--- config.mk ---
export PLATFORM = sky130hd
export DESIGN_NAME = legacy_video_io_routing_decode
export DESIGN_NICKNAME = d
export VERILOG_FILES = /design/src/rtl/routing_pkg.sv /design/src/rtl/route_window_decode.sv /design/src/rtl/legacy_video_io_routing_decode.sv
export VERILOG_INCLUDE_DIRS = /design/src /design/src/rtl
export SDC_FILE = /design/constraint.sdc
export NUM_CORES = 1
export LEC_CHECK = 0
export BUFFER_PORTS_ARGS = -buffer_cell sky130_fd_sc_hd__buf_2
export CAP_MARGIN = 20
export CORE_MARGIN = 4
export CORE_UTILIZATION = 50
export DETAILED_ROUTE_END_ITERATION = 7
export PLACE_DENSITY = 0.74
export SLEW_MARGIN = 20
export SYNTH_ARGS = -nofsm -noshare
export SYNTH_HDL_FRONTEND = slang
export SYNTH_HIERARCHICAL = 1
export SYNTH_SLANG_ARGS = --single-unit
--- constraint.sdc ---
create_clock -name pclk -period 4.8 [get_ports pclk]
set_input_delay 0.96 -clock pclk [delete_from_list [all_inputs] [get_ports pclk]]
set_output_delay 0.96 -clock pclk [all_outputs]
set_load 0.01 [all_outputs]
--- src/rtl/bridge_routing_regs.svh ---
// Register map, field positions, reset values and fixed decode ranges
// for the legacy video and I/O routing decode of the graphics bridge.
// Assumes byte addresses on a 32-bit APB, one register per aligned word.
`ifndef BRIDGE_ROUTING_REGS_SVH
`define BRIDGE_ROUTING_REGS_SVH

// ==========================================================
// Register byte addresses
`define ADDR_BRIDGE_CONTROL 8'h00
`define ADDR_IO_BASE        8'h04
`define ADDR_IO_LIMIT       8'h08
`define ADDR_MEM_BASE       8'h0c
`define ADDR_MEM_LIMIT      8'h10
`define ADDR_PREF_BASE      8'h14
`define ADDR_PREF_LIMIT     8'h18
`define ADDR_ROUTE_STATUS   8'h1c

// ==========================================================
// Bridge control fields
`define CTRL_FB2B_BIT       7
`define CTRL_SEC_RESET_BIT  6
`define CTRL_ABORT_MODE_BIT 5
`define CTRL_VIDEO_BIT      3
`define CTRL_ALIAS_BIT      2
`define CTRL_RESET_VALUE    1'b0

// ==========================================================
// Window fields and reset values
`define IO_FIELD_MSB        15
`define IO_FIELD_LSB        12
`define MEM_FIELD_MSB       15
`define MEM_FIELD_LSB       4
`define IO_BASE_RESET       4'hf
`define IO_LIMIT_RESET      4'h0
`define MEM_BASE_RESET      12'hfff
`define MEM_LIMIT_RESET     12'h000
`define IO_LOW_ZERO         12'h000
`define IO_LOW_ONES         12'hfff
`define MEM_LOW_ZERO        20'h00000
`define MEM_LOW_ONES        20'hfffff

// ==========================================================
// Route status fields
`define ST_VALID_BIT        0
`define ST_GFX_BIT          1
`define ST_VIDEO_BIT        2
`define ST_ALIAS_BIT        3
`define ST_WINDOW_BIT       4
`define ST_IO_BIT           5

// ==========================================================
// Fixed legacy video ranges
`define VIDEO_MEM_LO        32'h000a_0000
`define VIDEO_MEM_HI        32'h000b_ffff
`define VIDEO_PORT_A_LO     10'h3b0
`define VIDEO_PORT_A_HI     10'h3bb
`define VIDEO_PORT_B_LO     10'h3c0
`define VIDEO_PORT_B_HI     10'h3df
`define ALIAS_MSB           9
`define ALIAS_LSB           8
`define ALIAS_LOW_QUARTER   2'h0
`define ALL_ONES_WORD       32'hffff_ffff

`endif

--- src/rtl/routing_pkg.sv ---
// Types used by the routing decode; its window decoder uses none of them.
// Assumes the constants header is compiled alongside.
package routing_pkg;

	// ==========================================================
	// APB answer sequencing
	typedef enum logic [0:0] {
		BUS_SETUP,
		BUS_ANSWER
	} bus_phase_t;

endpackage : routing_pkg

--- src/rtl/route_window_decode.sv ---
// Combinational route decision for one host access.
// Assumes window registers and control bits are held stable by the caller.
`timescale 1ns/10ps
`default_nettype none
`include "bridge_routing_regs.svh"

module route_window_decode (
	input  wire logic        is_io,
	input  wire logic [31:0] addr,
	input  wire logic        video_forward,
	input  wire logic        alias_filter,
	input  wire logic [3:0]  io_base,
	input  wire logic [3:0]  io_limit,
	input  wire logic [11:0] mem_base,
	input  wire logic [11:0] mem_limit,
	input  wire logic [11:0] pref_base,
	input  wire logic [11:0] pref_limit,
	output logic             to_graphics,
	output logic             video_hit,
	output logic             alias_blocked,
	output logic             window_hit
);

	// ==========================================================
	// Helpers
	function automatic logic port_in_range(input logic [9:0] a, input logic [9:0] lo,
		input logic [9:0] hi);
		port_in_range = (a >= lo) && (a <= hi);
	endfunction : port_in_range

	// Base has zero low bits, limit all-ones low bits
	function automatic logic mem_in_window(input logic [31:0] a, input logic [11:0] b,
		input logic [11:0] l);
		mem_in_window = (a >= {b, `MEM_LOW_ZERO}) && (a <= {l, `MEM_LOW_ONES});
	endfunction : mem_in_window

	logic io_win;
	logic mem_win;
	logic video_port;
	logic video_mem;

	// Window hits; I/O space is 64K so only the low half-word counts
	assign io_win  = (addr[15:0] >= {io_base, `IO_LOW_ZERO}) &&
	                 (addr[15:0] <= {io_limit, `IO_LOW_ONES});
	assign mem_win = mem_in_window(addr, mem_base, mem_limit) ||
	                 mem_in_window(addr, pref_base, pref_limit);

	// Port ranges look at bits 9:0 only, so every ISA alias matches
	assign video_port = port_in_range(addr[9:0], `VIDEO_PORT_A_LO, `VIDEO_PORT_A_HI) ||
	                    port_in_range(addr[9:0], `VIDEO_PORT_B_LO, `VIDEO_PORT_B_HI);
	assign video_mem  = (addr >= `VIDEO_MEM_LO) && (addr <= `VIDEO_MEM_HI);

	// Final decision: video override first, then windows trimmed by the filter
	always_comb begin
		video_hit     = video_forward && (is_io ? video_port : video_mem);
		window_hit    = is_io ? io_win : mem_win;
		alias_blocked = is_io && io_win && alias_filter &&
		                (addr[`ALIAS_MSB:`ALIAS_LSB] != `ALIAS_LOW_QUARTER);
		to_graphics   = video_hit || (window_hit && !alias_blocked);
	end

endmodule : route_window_decode
`default_nettype wire

--- src/rtl/legacy_video_io_routing_decode.sv ---
// Routing decode of the graphics bridge: APB register file, host access
// steering between graphics port and hub path, master-abort completion
// and the graphics port reset, which follows system reset only.
// Assumes host requests and graphics completions come from pclk logic.
// A register write lands on the edge that samples pready, so a host
// request taken on that same edge still sees the old windows.
// The graphics port reset has no software source at all: only presetn
// raises it, so no stray write can knock the port over.
// Limitation: route_status holds only the latest request; requests on
// back-to-back cycles overwrite it.
//
// The APB slave port and the placing of the registers were chosen for this implementation.
`timescale 1ns/10ps
`default_nettype none
`include "bridge_routing_regs.svh"

module legacy_video_io_routing_decode (
	input  wire logic        pclk,
	input  wire logic        presetn,
	// APB slave
	input  wire logic        psel,
	input  wire logic        penable,
	input  wire logic        pwrite,
	input  wire logic [7:0]  paddr,
	input  wire logic [31:0] pwdata,
	output logic [31:0]      prdata,
	output logic             pready,
	output logic             pslverr,
	// Host access to be steered
	input  wire logic        host_req_valid,
	input  wire logic        host_req_io,
	input  wire logic [31:0] host_req_addr,
	output logic             route_valid,
	output logic             route_to_graphics,
	output logic             route_to_hub,
	// Completion of cycles the bridge masters on the graphics port
	input  wire logic        gfx_cycle_done,
	input  wire logic        gfx_cycle_abort,
	input  wire logic        gfx_cycle_write,
	input  wire logic [31:0] gfx_read_data,
	output logic             gfx_result_valid,
	output logic [31:0]      gfx_result_data,
	output logic             gfx_write_kept,
	// Graphics port reset, active high
	output logic             graphics_port_reset
);

	// ==========================================================
	// State
	typedef struct packed {
		// APB answer
		routing_pkg::bus_phase_t phase;
		logic [31:0]             rdata;
		logic                    ready;
		logic                    slverr;
		// Routing controls and window bounds
		logic                    video_forward;
		logic                    alias_filter;
		logic [3:0]              io_base;
		logic [3:0]              io_limit;
		logic [11:0]             mem_base;
		logic [11:0]             mem_limit;
		logic [11:0]             pref_base;
		logic [11:0]             pref_limit;
		// Last decision, readable by software
		logic [5:0]              status;
		// Route answer
		logic                    route_valid;
		logic                    route_gfx;
		logic                    route_hub;
		// Completion answer
		logic                    res_valid;
		logic [31:0]             res_data;
		logic                    res_kept;
		// Graphics port reset
		logic                    port_reset;
	} state_t;

	// Current state and the value it takes on the next edge
	state_t state;
	state_t next_state;

	// Decoder results for the request now on the host inputs
	logic dec_gfx;
	logic dec_video;
	logic dec_alias;
	logic dec_window;

	// ==========================================================
	// Route decision for the current host request; the decoder is pure
	// logic and its answer is registered below with the request, which
	// makes the route answer one cycle late but glitch free.
	route_window_decode u_decode (
		.is_io         (host_req_io),
		.addr          (host_req_addr),
		.video_forward (state.video_forward),
		.alias_filter  (state.alias_filter),
		.io_base       (state.io_base),
		.io_limit      (state.io_limit),
		.mem_base      (state.mem_base),
		.mem_limit     (state.mem_limit),
		.pref_base     (state.pref_base),
		.pref_limit    (state.pref_limit),
		.to_graphics   (dec_gfx),
		.video_hit     (dec_video),
		.alias_blocked (dec_alias),
		.window_hit    (dec_window)
	);

	// ==========================================================
	// Register read and decode helpers
	// Offsets that answer without an error
	function automatic logic addr_mapped(input logic [7:0] a);
		case (a)
			`ADDR_BRIDGE_CONTROL,
			`ADDR_IO_BASE,
			`ADDR_IO_LIMIT,
			`ADDR_MEM_BASE,
			`ADDR_MEM_LIMIT,
			`ADDR_PREF_BASE,
			`ADDR_PREF_LIMIT,
			`ADDR_ROUTE_STATUS: addr_mapped = 1'b1;
			default:            addr_mapped = 1'b0;
		endcase
	endfunction : addr_mapped

	// Place a 12-bit memory bound in its register field
	function automatic logic [31:0] mem_field(input logic [11:0] v);
		logic [31:0] w;
		w = 32'h0000_0000;
		w[`MEM_FIELD_MSB:`MEM_FIELD_LSB] = v;
		mem_field = w;
	endfunction : mem_field

	// Place a 4-bit I/O bound in its register field
	function automatic logic [31:0] io_field(input logic [3:0] v);
		logic [31:0] w;
		w = 32'h0000_0000;
		w[`IO_FIELD_MSB:`IO_FIELD_LSB] = v;
		io_field = w;
	endfunction : io_field

	// ==========================================================
	// Write field extraction; reserved low bits of a bound are dropped
	function automatic logic [11:0] mem_bound(input logic [31:0] d);
		mem_bound = d[`MEM_FIELD_MSB:`MEM_FIELD_LSB];
	endfunction : mem_bound

	function automatic logic [3:0] io_bound(input logic [31:0] d);
		io_bound = d[`IO_FIELD_MSB:`IO_FIELD_LSB];
	endfunction : io_bound

	// Read mux; unlisted and hardwired bits stay zero
	function automatic logic [31:0] read_word(input logic [7:0] a, input state_t s);
		logic [31:0] w;
		w = 32'h0000_0000;
		case (a)
			`ADDR_BRIDGE_CONTROL: begin
				// Hardwired bits spelt out so the intent survives edits
				w[`CTRL_FB2B_BIT]       = `CTRL_RESET_VALUE;
				w[`CTRL_SEC_RESET_BIT]  = `CTRL_RESET_VALUE;
				w[`CTRL_ABORT_MODE_BIT] = `CTRL_RESET_VALUE;
				w[`CTRL_VIDEO_BIT]      = s.video_forward;
				w[`CTRL_ALIAS_BIT]      = s.alias_filter;
			end
			`ADDR_IO_BASE:      w = io_field(s.io_base);
			`ADDR_IO_LIMIT:     w = io_field(s.io_limit);
			`ADDR_MEM_BASE:     w = mem_field(s.mem_base);
			`ADDR_MEM_LIMIT:    w = mem_field(s.mem_limit);
			`ADDR_PREF_BASE:    w = mem_field(s.pref_base);
			`ADDR_PREF_LIMIT:   w = mem_field(s.pref_limit);
			`ADDR_ROUTE_STATUS: w[`ST_IO_BIT:`ST_VALID_BIT] = s.status;
			default:            w = 32'h0000_0000;
		endcase
		read_word = w;
	endfunction : read_word

	// ==========================================================
	// Next state
	always_comb begin
		next_state = state;

		// APB: one wait cycle, answer registered, write lands with pready.
		// Read data is built from the state of the first access edge, so a
		// read never shows half of an update in flight.
		case (state.phase)
			routing_pkg::BUS_SETUP: begin
				// Idle: answer lines low until an access phase is seen
				next_state.ready  = 1'b0;
				next_state.slverr = 1'b0;
				if (psel && penable) begin
					next_state.phase  = routing_pkg::BUS_ANSWER;
					next_state.ready  = 1'b1;
					next_state.slverr = !addr_mapped(paddr);
					next_state.rdata  = pwrite ? 32'h0000_0000 : read_word(paddr, state);
				end
			end
			routing_pkg::BUS_ANSWER: begin
				// Answer cycle: a write lands on this edge, then back to idle
				next_state.phase  = routing_pkg::BUS_SETUP;
				next_state.ready  = 1'b0;
				next_state.slverr = 1'b0;
				if (psel && penable && pwrite) begin
					// Only the two routing bits are writable; the rest is ignored.
					// Fast back-to-back, secondary reset and abort mode have no
					// storage at all, so no write can ever set them.
					case (paddr)
						`ADDR_BRIDGE_CONTROL: begin
							next_state.video_forward = pwdata[`CTRL_VIDEO_BIT];
							next_state.alias_filter  = pwdata[`CTRL_ALIAS_BIT];
						end
						`ADDR_IO_BASE:    next_state.io_base    = io_bound(pwdata);
						`ADDR_IO_LIMIT:   next_state.io_limit   = io_bound(pwdata);
						`ADDR_MEM_BASE:   next_state.mem_base   = mem_bound(pwdata);
						`ADDR_MEM_LIMIT:  next_state.mem_limit  = mem_bound(pwdata);
						`ADDR_PREF_BASE:  next_state.pref_base  = mem_bound(pwdata);
						`ADDR_PREF_LIMIT: next_state.pref_limit = mem_bound(pwdata);
						default: ;
					endcase
				end
			end
			default: begin
				// Unused encoding: fall back to idle
				next_state.phase = routing_pkg::BUS_SETUP;
				next_state.ready = 1'b0;
			end
		endcase

		// Host steering; exactly one target per request. The hub path is the
		// default target, which is also where alias-filtered I/O must land.
		next_state.route_valid = host_req_valid;
		next_state.route_gfx   = host_req_valid && dec_gfx;
		next_state.route_hub   = host_req_valid && !dec_gfx;
		// Status keeps the last decision so software can see why it went there
		if (host_req_valid) begin
			next_state.status = 6'h00;
			next_state.status[`ST_VALID_BIT]  = 1'b1;
			next_state.status[`ST_GFX_BIT]    = dec_gfx;
			next_state.status[`ST_VIDEO_BIT]  = dec_video;
			next_state.status[`ST_ALIAS_BIT]  = dec_alias;
			next_state.status[`ST_WINDOW_BIT] = dec_window;
			next_state.status[`ST_IO_BIT]     = host_req_io;
		end

		// Master abort: reads complete as all ones, writes are discarded.
		// A write carries no data back; an aborted one is not reported kept.
		next_state.res_valid = gfx_cycle_done;
		next_state.res_kept  = gfx_cycle_done && gfx_cycle_write && !gfx_cycle_abort;
		if (gfx_cycle_done) begin
			if (gfx_cycle_write)
				next_state.res_data = 32'h0000_0000;
			else if (gfx_cycle_abort)
				next_state.res_data = `ALL_ONES_WORD;
			else
				next_state.res_data = gfx_read_data;
		end

		// No register can drive this; it falls one edge after system reset
		next_state.port_reset = 1'b0;
	end

	// ==========================================================
	// State register; port reset is held high while in reset. The reset
	// is a level, so the graphics port stays in reset as long as presetn.
	// Every field takes a constant here; nothing is loaded from inputs.
	always_ff @(posedge pclk or negedge presetn) begin
		if (!presetn) begin
			state               <= '0;
			state.phase         <= routing_pkg::BUS_SETUP;
			state.video_forward <= `CTRL_RESET_VALUE;
			state.alias_filter  <= `CTRL_RESET_VALUE;
			state.io_base       <= `IO_BASE_RESET;
			state.io_limit      <= `IO_LIMIT_RESET;
			state.mem_base      <= `MEM_BASE_RESET;
			state.mem_limit     <= `MEM_LIMIT_RESET;
			state.pref_base     <= `MEM_BASE_RESET;
			state.pref_limit    <= `MEM_LIMIT_RESET;
			state.port_reset    <= 1'b1;
		end else begin
			state <= next_state;
		end
	end

	// ==========================================================
	// Outputs, all straight from the state register,
	// so no output can glitch while the decoder settles
	// APB answer
	assign prdata              = state.rdata;
	assign pready              = state.ready;
	assign pslverr             = state.slverr;

	// Route answer
	assign route_valid         = state.route_valid;
	assign route_to_graphics   = state.route_gfx;
	assign route_to_hub        = state.route_hub;

	// Completion answer
	assign gfx_result_valid    = state.res_valid;
	assign gfx_result_data     = state.res_data;
	assign gfx_write_kept      = state.res_kept;

	// Port reset, system reset only
	assign graphics_port_reset = state.port_reset;

endmodule : legacy_video_io_routing_decode
`default_nettype wire

==> summary.md <==
| Metric | Value |
|---|---|
| Run status | `finished clean` |
| Area delta synth->final | `13.8%` |
| CP arrival | `~3300 ps` |
| # diodes | `0` |
| Flops & latches, synth | `120` |
| Vias | `5603` |
| Post-Syn Area | `roughly 0.0076 sq mm` |
| H-tree depth | `4` |
| Async SR Flop Fraction | `1.00` |
| Core area | `~0.015 sq mm` |
| Register area share after synthesis | `0.399` |
| Worst VDD drop | `a little over 400 uV` |
| Total Routing Usage GR | `0.221` |
| Worst setup path category | `in -> reg` |
| Max_cap viols | `0` |
| Worst min path class | `reg -> reg` |
| Crit path capture | `state[62]$_DFFE_PN1P_` |
| Setup Viol. Count Final | `0` |
| Final Wtd Congestion | `roughly 0.93` |
| Antenna-violating nets left | `0` |
| Clock slew at reported path FFs | `around 50 ps` |
| Vias in the first global route | `slightly below 6000` |
| Largest net degree at the start of global routing | `46` |
| Synthesized instance count | `slightly above 700` |
| Clk_lat worst skew | `420 ps` |
| Setup TNS | `0 ps` |
| Final Max Slew Viols | `0` |
| Top cells by count, synth | `91 x dfrtp_1, 75 x nor2_1, 68 x mux2_2` |
| Yosys warning count | `6` |
| Vias per std cell | `roughly 5.5` |
| Final #Nets | `between 900 and 1000` |
| Reg-to-Reg Start | `state[75]$_DFFE_PN0P_` |
| Setup Fix Bufs, Post-CTS | `0` |
| Post-synthesis cell type count | `61` |
| Hold Vio Cnt, Final | `0` |
| Die height | `~130 um` |
| Worst Setup Start Kind | `input port` |
| Min Tclk post-route | `just under 3000 ps` |
| DRC Markers | `0` |
| R2r endpoint | `state[39]$_DFFE_PN0P_` |
| Max Freq | `336 MHz` |
| CTS tree | `done` |
| Synth area leader | `dfrtp_1` |
| Die area | `~0.017 sq mm` |
| Slew @ Worst Pin | `~960 ps` |
| Worst setup path startpoint | `paddr[2]` |
| Top-count cell post-synth | `dfrtp_1` |
| Main flop type after synthesis | `dfrtp_1` |
| WHS Path Cells | `1` |
| DP HPWL | `~14000 um` |
| Fin crit share | `0.620` |
| Mean Syn Cell Area | `~10 sq um` |
| Row cnt | `44` |
| First-pass GRT wire length | `between 30000 and 40000 um` |
| FILL cells | `around 1300` |
| Post-synth EDFFs | `0` |
| RSZ-0062 raised after global routing | `false` |
| Top post-synthesis cells by area | `dfrtp_1 30%, mux2_2 10%, dfstp_2 10%` |
| Top delay family on crit path | `simple AND/OR/NAND/NOR gates` |
| Share of post-route cells with drive strength above 1 | `0.390` |
| Chip width | `approximately 130 um` |
| Pwr/cell area | `315 mW/mm^2` |
| CTS Hold Bufs | `0` |
| Slowest-stage cell, CP | `nor4_4` |
| CTS max path bufs | `2` |
| Clk_skew | `between 5 and 6 ps` |
| Io pins | `186` |
| WL per Instance | `between 15 and 20 um` |
| # clock sinks | `between 100 and 150` |
| Crit path depth | `5` |
| Synth top area share | `0.299` |
| PnR Total Power | `about 2.7 mW` |
| Max transition margin | `0.356` |
| Worst path bufs/invs | `1` |
| Total grt overflow | `0` |
| Root Buffer Master | `clkbuf_16` |
| # port buffers | `151` |
| Pre-Repair DR Iteration Count | `5` |
| Static Leakage | `4.12 nW` |
| Crit path max fanout | `18` |
| R2r setup slk | `around 2200 ps` |
| Number of buffers created by CTS | `17` |
| Final WL | `around 19000 um` |
| WP data required | `around 5100 ps` |
| Reg2Reg Depth | `9` |
| Crit-path cells | `buf_2 > nor2b_1 > nand2_1 > nor4_4 > mux2_2` |
| Post-CTS sizing | `0` |
| Setup crit end kind | `register` |
| Initial Util | `0.516` |
| Initial antenna violation count | `1` |
| CP max stage delay | `approximately 760 ps` |
| DRT iter0 DRCs | `approximately 250` |
-- flip-flops by register name (all words and copies together) (netlist names) --
| register | count |
|---|---|
| gfx_result_valid | 1 |
| pslverr | 1 |
| state | 65 |
| graphics_port_reset | 1 |
| prdata | 16 |
| gfx_write_kept | 1 |
| gfx_result_data | 32 |
| route_valid | 1 |
| route_to_hub | 1 |
| route_to_graphics | 1 |
-- per-stage QoR --
stage          setup slack [ps]  hold WS [ps]   util  area [sq um]  cells
6_report                   1820           476  0.587          8670   1022
5_1_grt                    1710           488  0.587          8670   1022
4_1_cts                    1850           475  0.587          8670   1022
3_5_place_dp               1420           460  0.545          8050    990
3_3_place_gp               1440           449  0.545          8050    990
2_1_floorplan              2100           435      -          7680    743
-- cells in the final DEF (no fill, tap or decap), types with 5 or more instances in the layout --
cell       Yosys  final
a21boi_0       5      5
a21o_1         7      7
a21oi_1       25     25
a22o_1         7      7
a22oi_1       10     10
and2_1         6      6
buf_2          3    150
clkbuf_16      0     17
conb_1         1     17
dfrtp_1       91     91
dfstp_2       29     29
ha_1          56     56
inv_1         59     59
mux2_2        68     68
mux2_4        30     30
mux2i_1       11     11
nand2_1       31     31
nand3_1       17     17
nand4_1       15     15
nor2_1        75     75
nor2b_1       10     10
nor3_1         7      7
nor4_1        10     10
o211ai_1       7      7
o21ai_0       10     10
-- power by group --
part / leakage, nW / internal [mW] / switching, mW
Clock: 0.301 / 0.881 / 0.462
Combinational: 2.32 / 0.132 / 0.184
Sequential: 1.50 / 1.05 / 0.0181
Total: 4.12 / 2.07 / 0.664
-- how the worst min path moves through the flow --
stage	slack [ps]	start	end
floorplan	430	state[40]$_DFFE_PN0P_	prdata[2]$_DFFE_PN0P_
global placement	450	state[41]$_DFFE_PN0P_	prdata[3]$_DFFE_PN0P_
detailed placement	460	state[41]$_DFFE_PN0P_	prdata[3]$_DFFE_PN0P_
CTS	470	state[41]$_DFFE_PN0P_	prdata[3]$_DFFE_PN0P_
global route	490	state[38]$_DFFE_PN0P_	state[38]$_DFFE_PN0P_
finish	480	state[38]$_DFFE_PN0P_	state[38]$_DFFE_PN0P_
-- per-layer routing --
| metal | vias to the layer above | wire length (um) | track usage |
|---|---|---|---|
| met5 | - | 11 | 0 |
| met4 | 2 | 453 | 0.0753 |
| met3 | 32 | 1310 | 0.0669 |
| met2 | 215 | 8810 | 0.361 |
| met1 | 2681 | 8010 | 0.281 |
| li1 | 2673 | - | - |
-- kinds of logic after synthesis --
kind of cell,Yosys count,synth area share
buf+inv,149,0.112
other cells,1,0.000492
flops,120,0.399
mux,110,0.177
compound gates,91,0.0818
simple gates,199,0.136
xor+xnor,1,0.00115
fa+ha+maj,56,0.0920
-- layout make-up --
class / count / area [sq um] / area share
tap: 184 / 230 / 0.0266
multi-input combinational: 474 / 3780 / 0.436
inverter: 59 / 221 / 0.0256
clock buffer: 20 / 447 / 0.0515
sequential: 120 / 3040 / 0.351
timing repair buffer: 153 / 773 / 0.0892
clock inverter: 12 / 173 / 0.0199
Note: power is estimated with default switching activity, not from simulation.
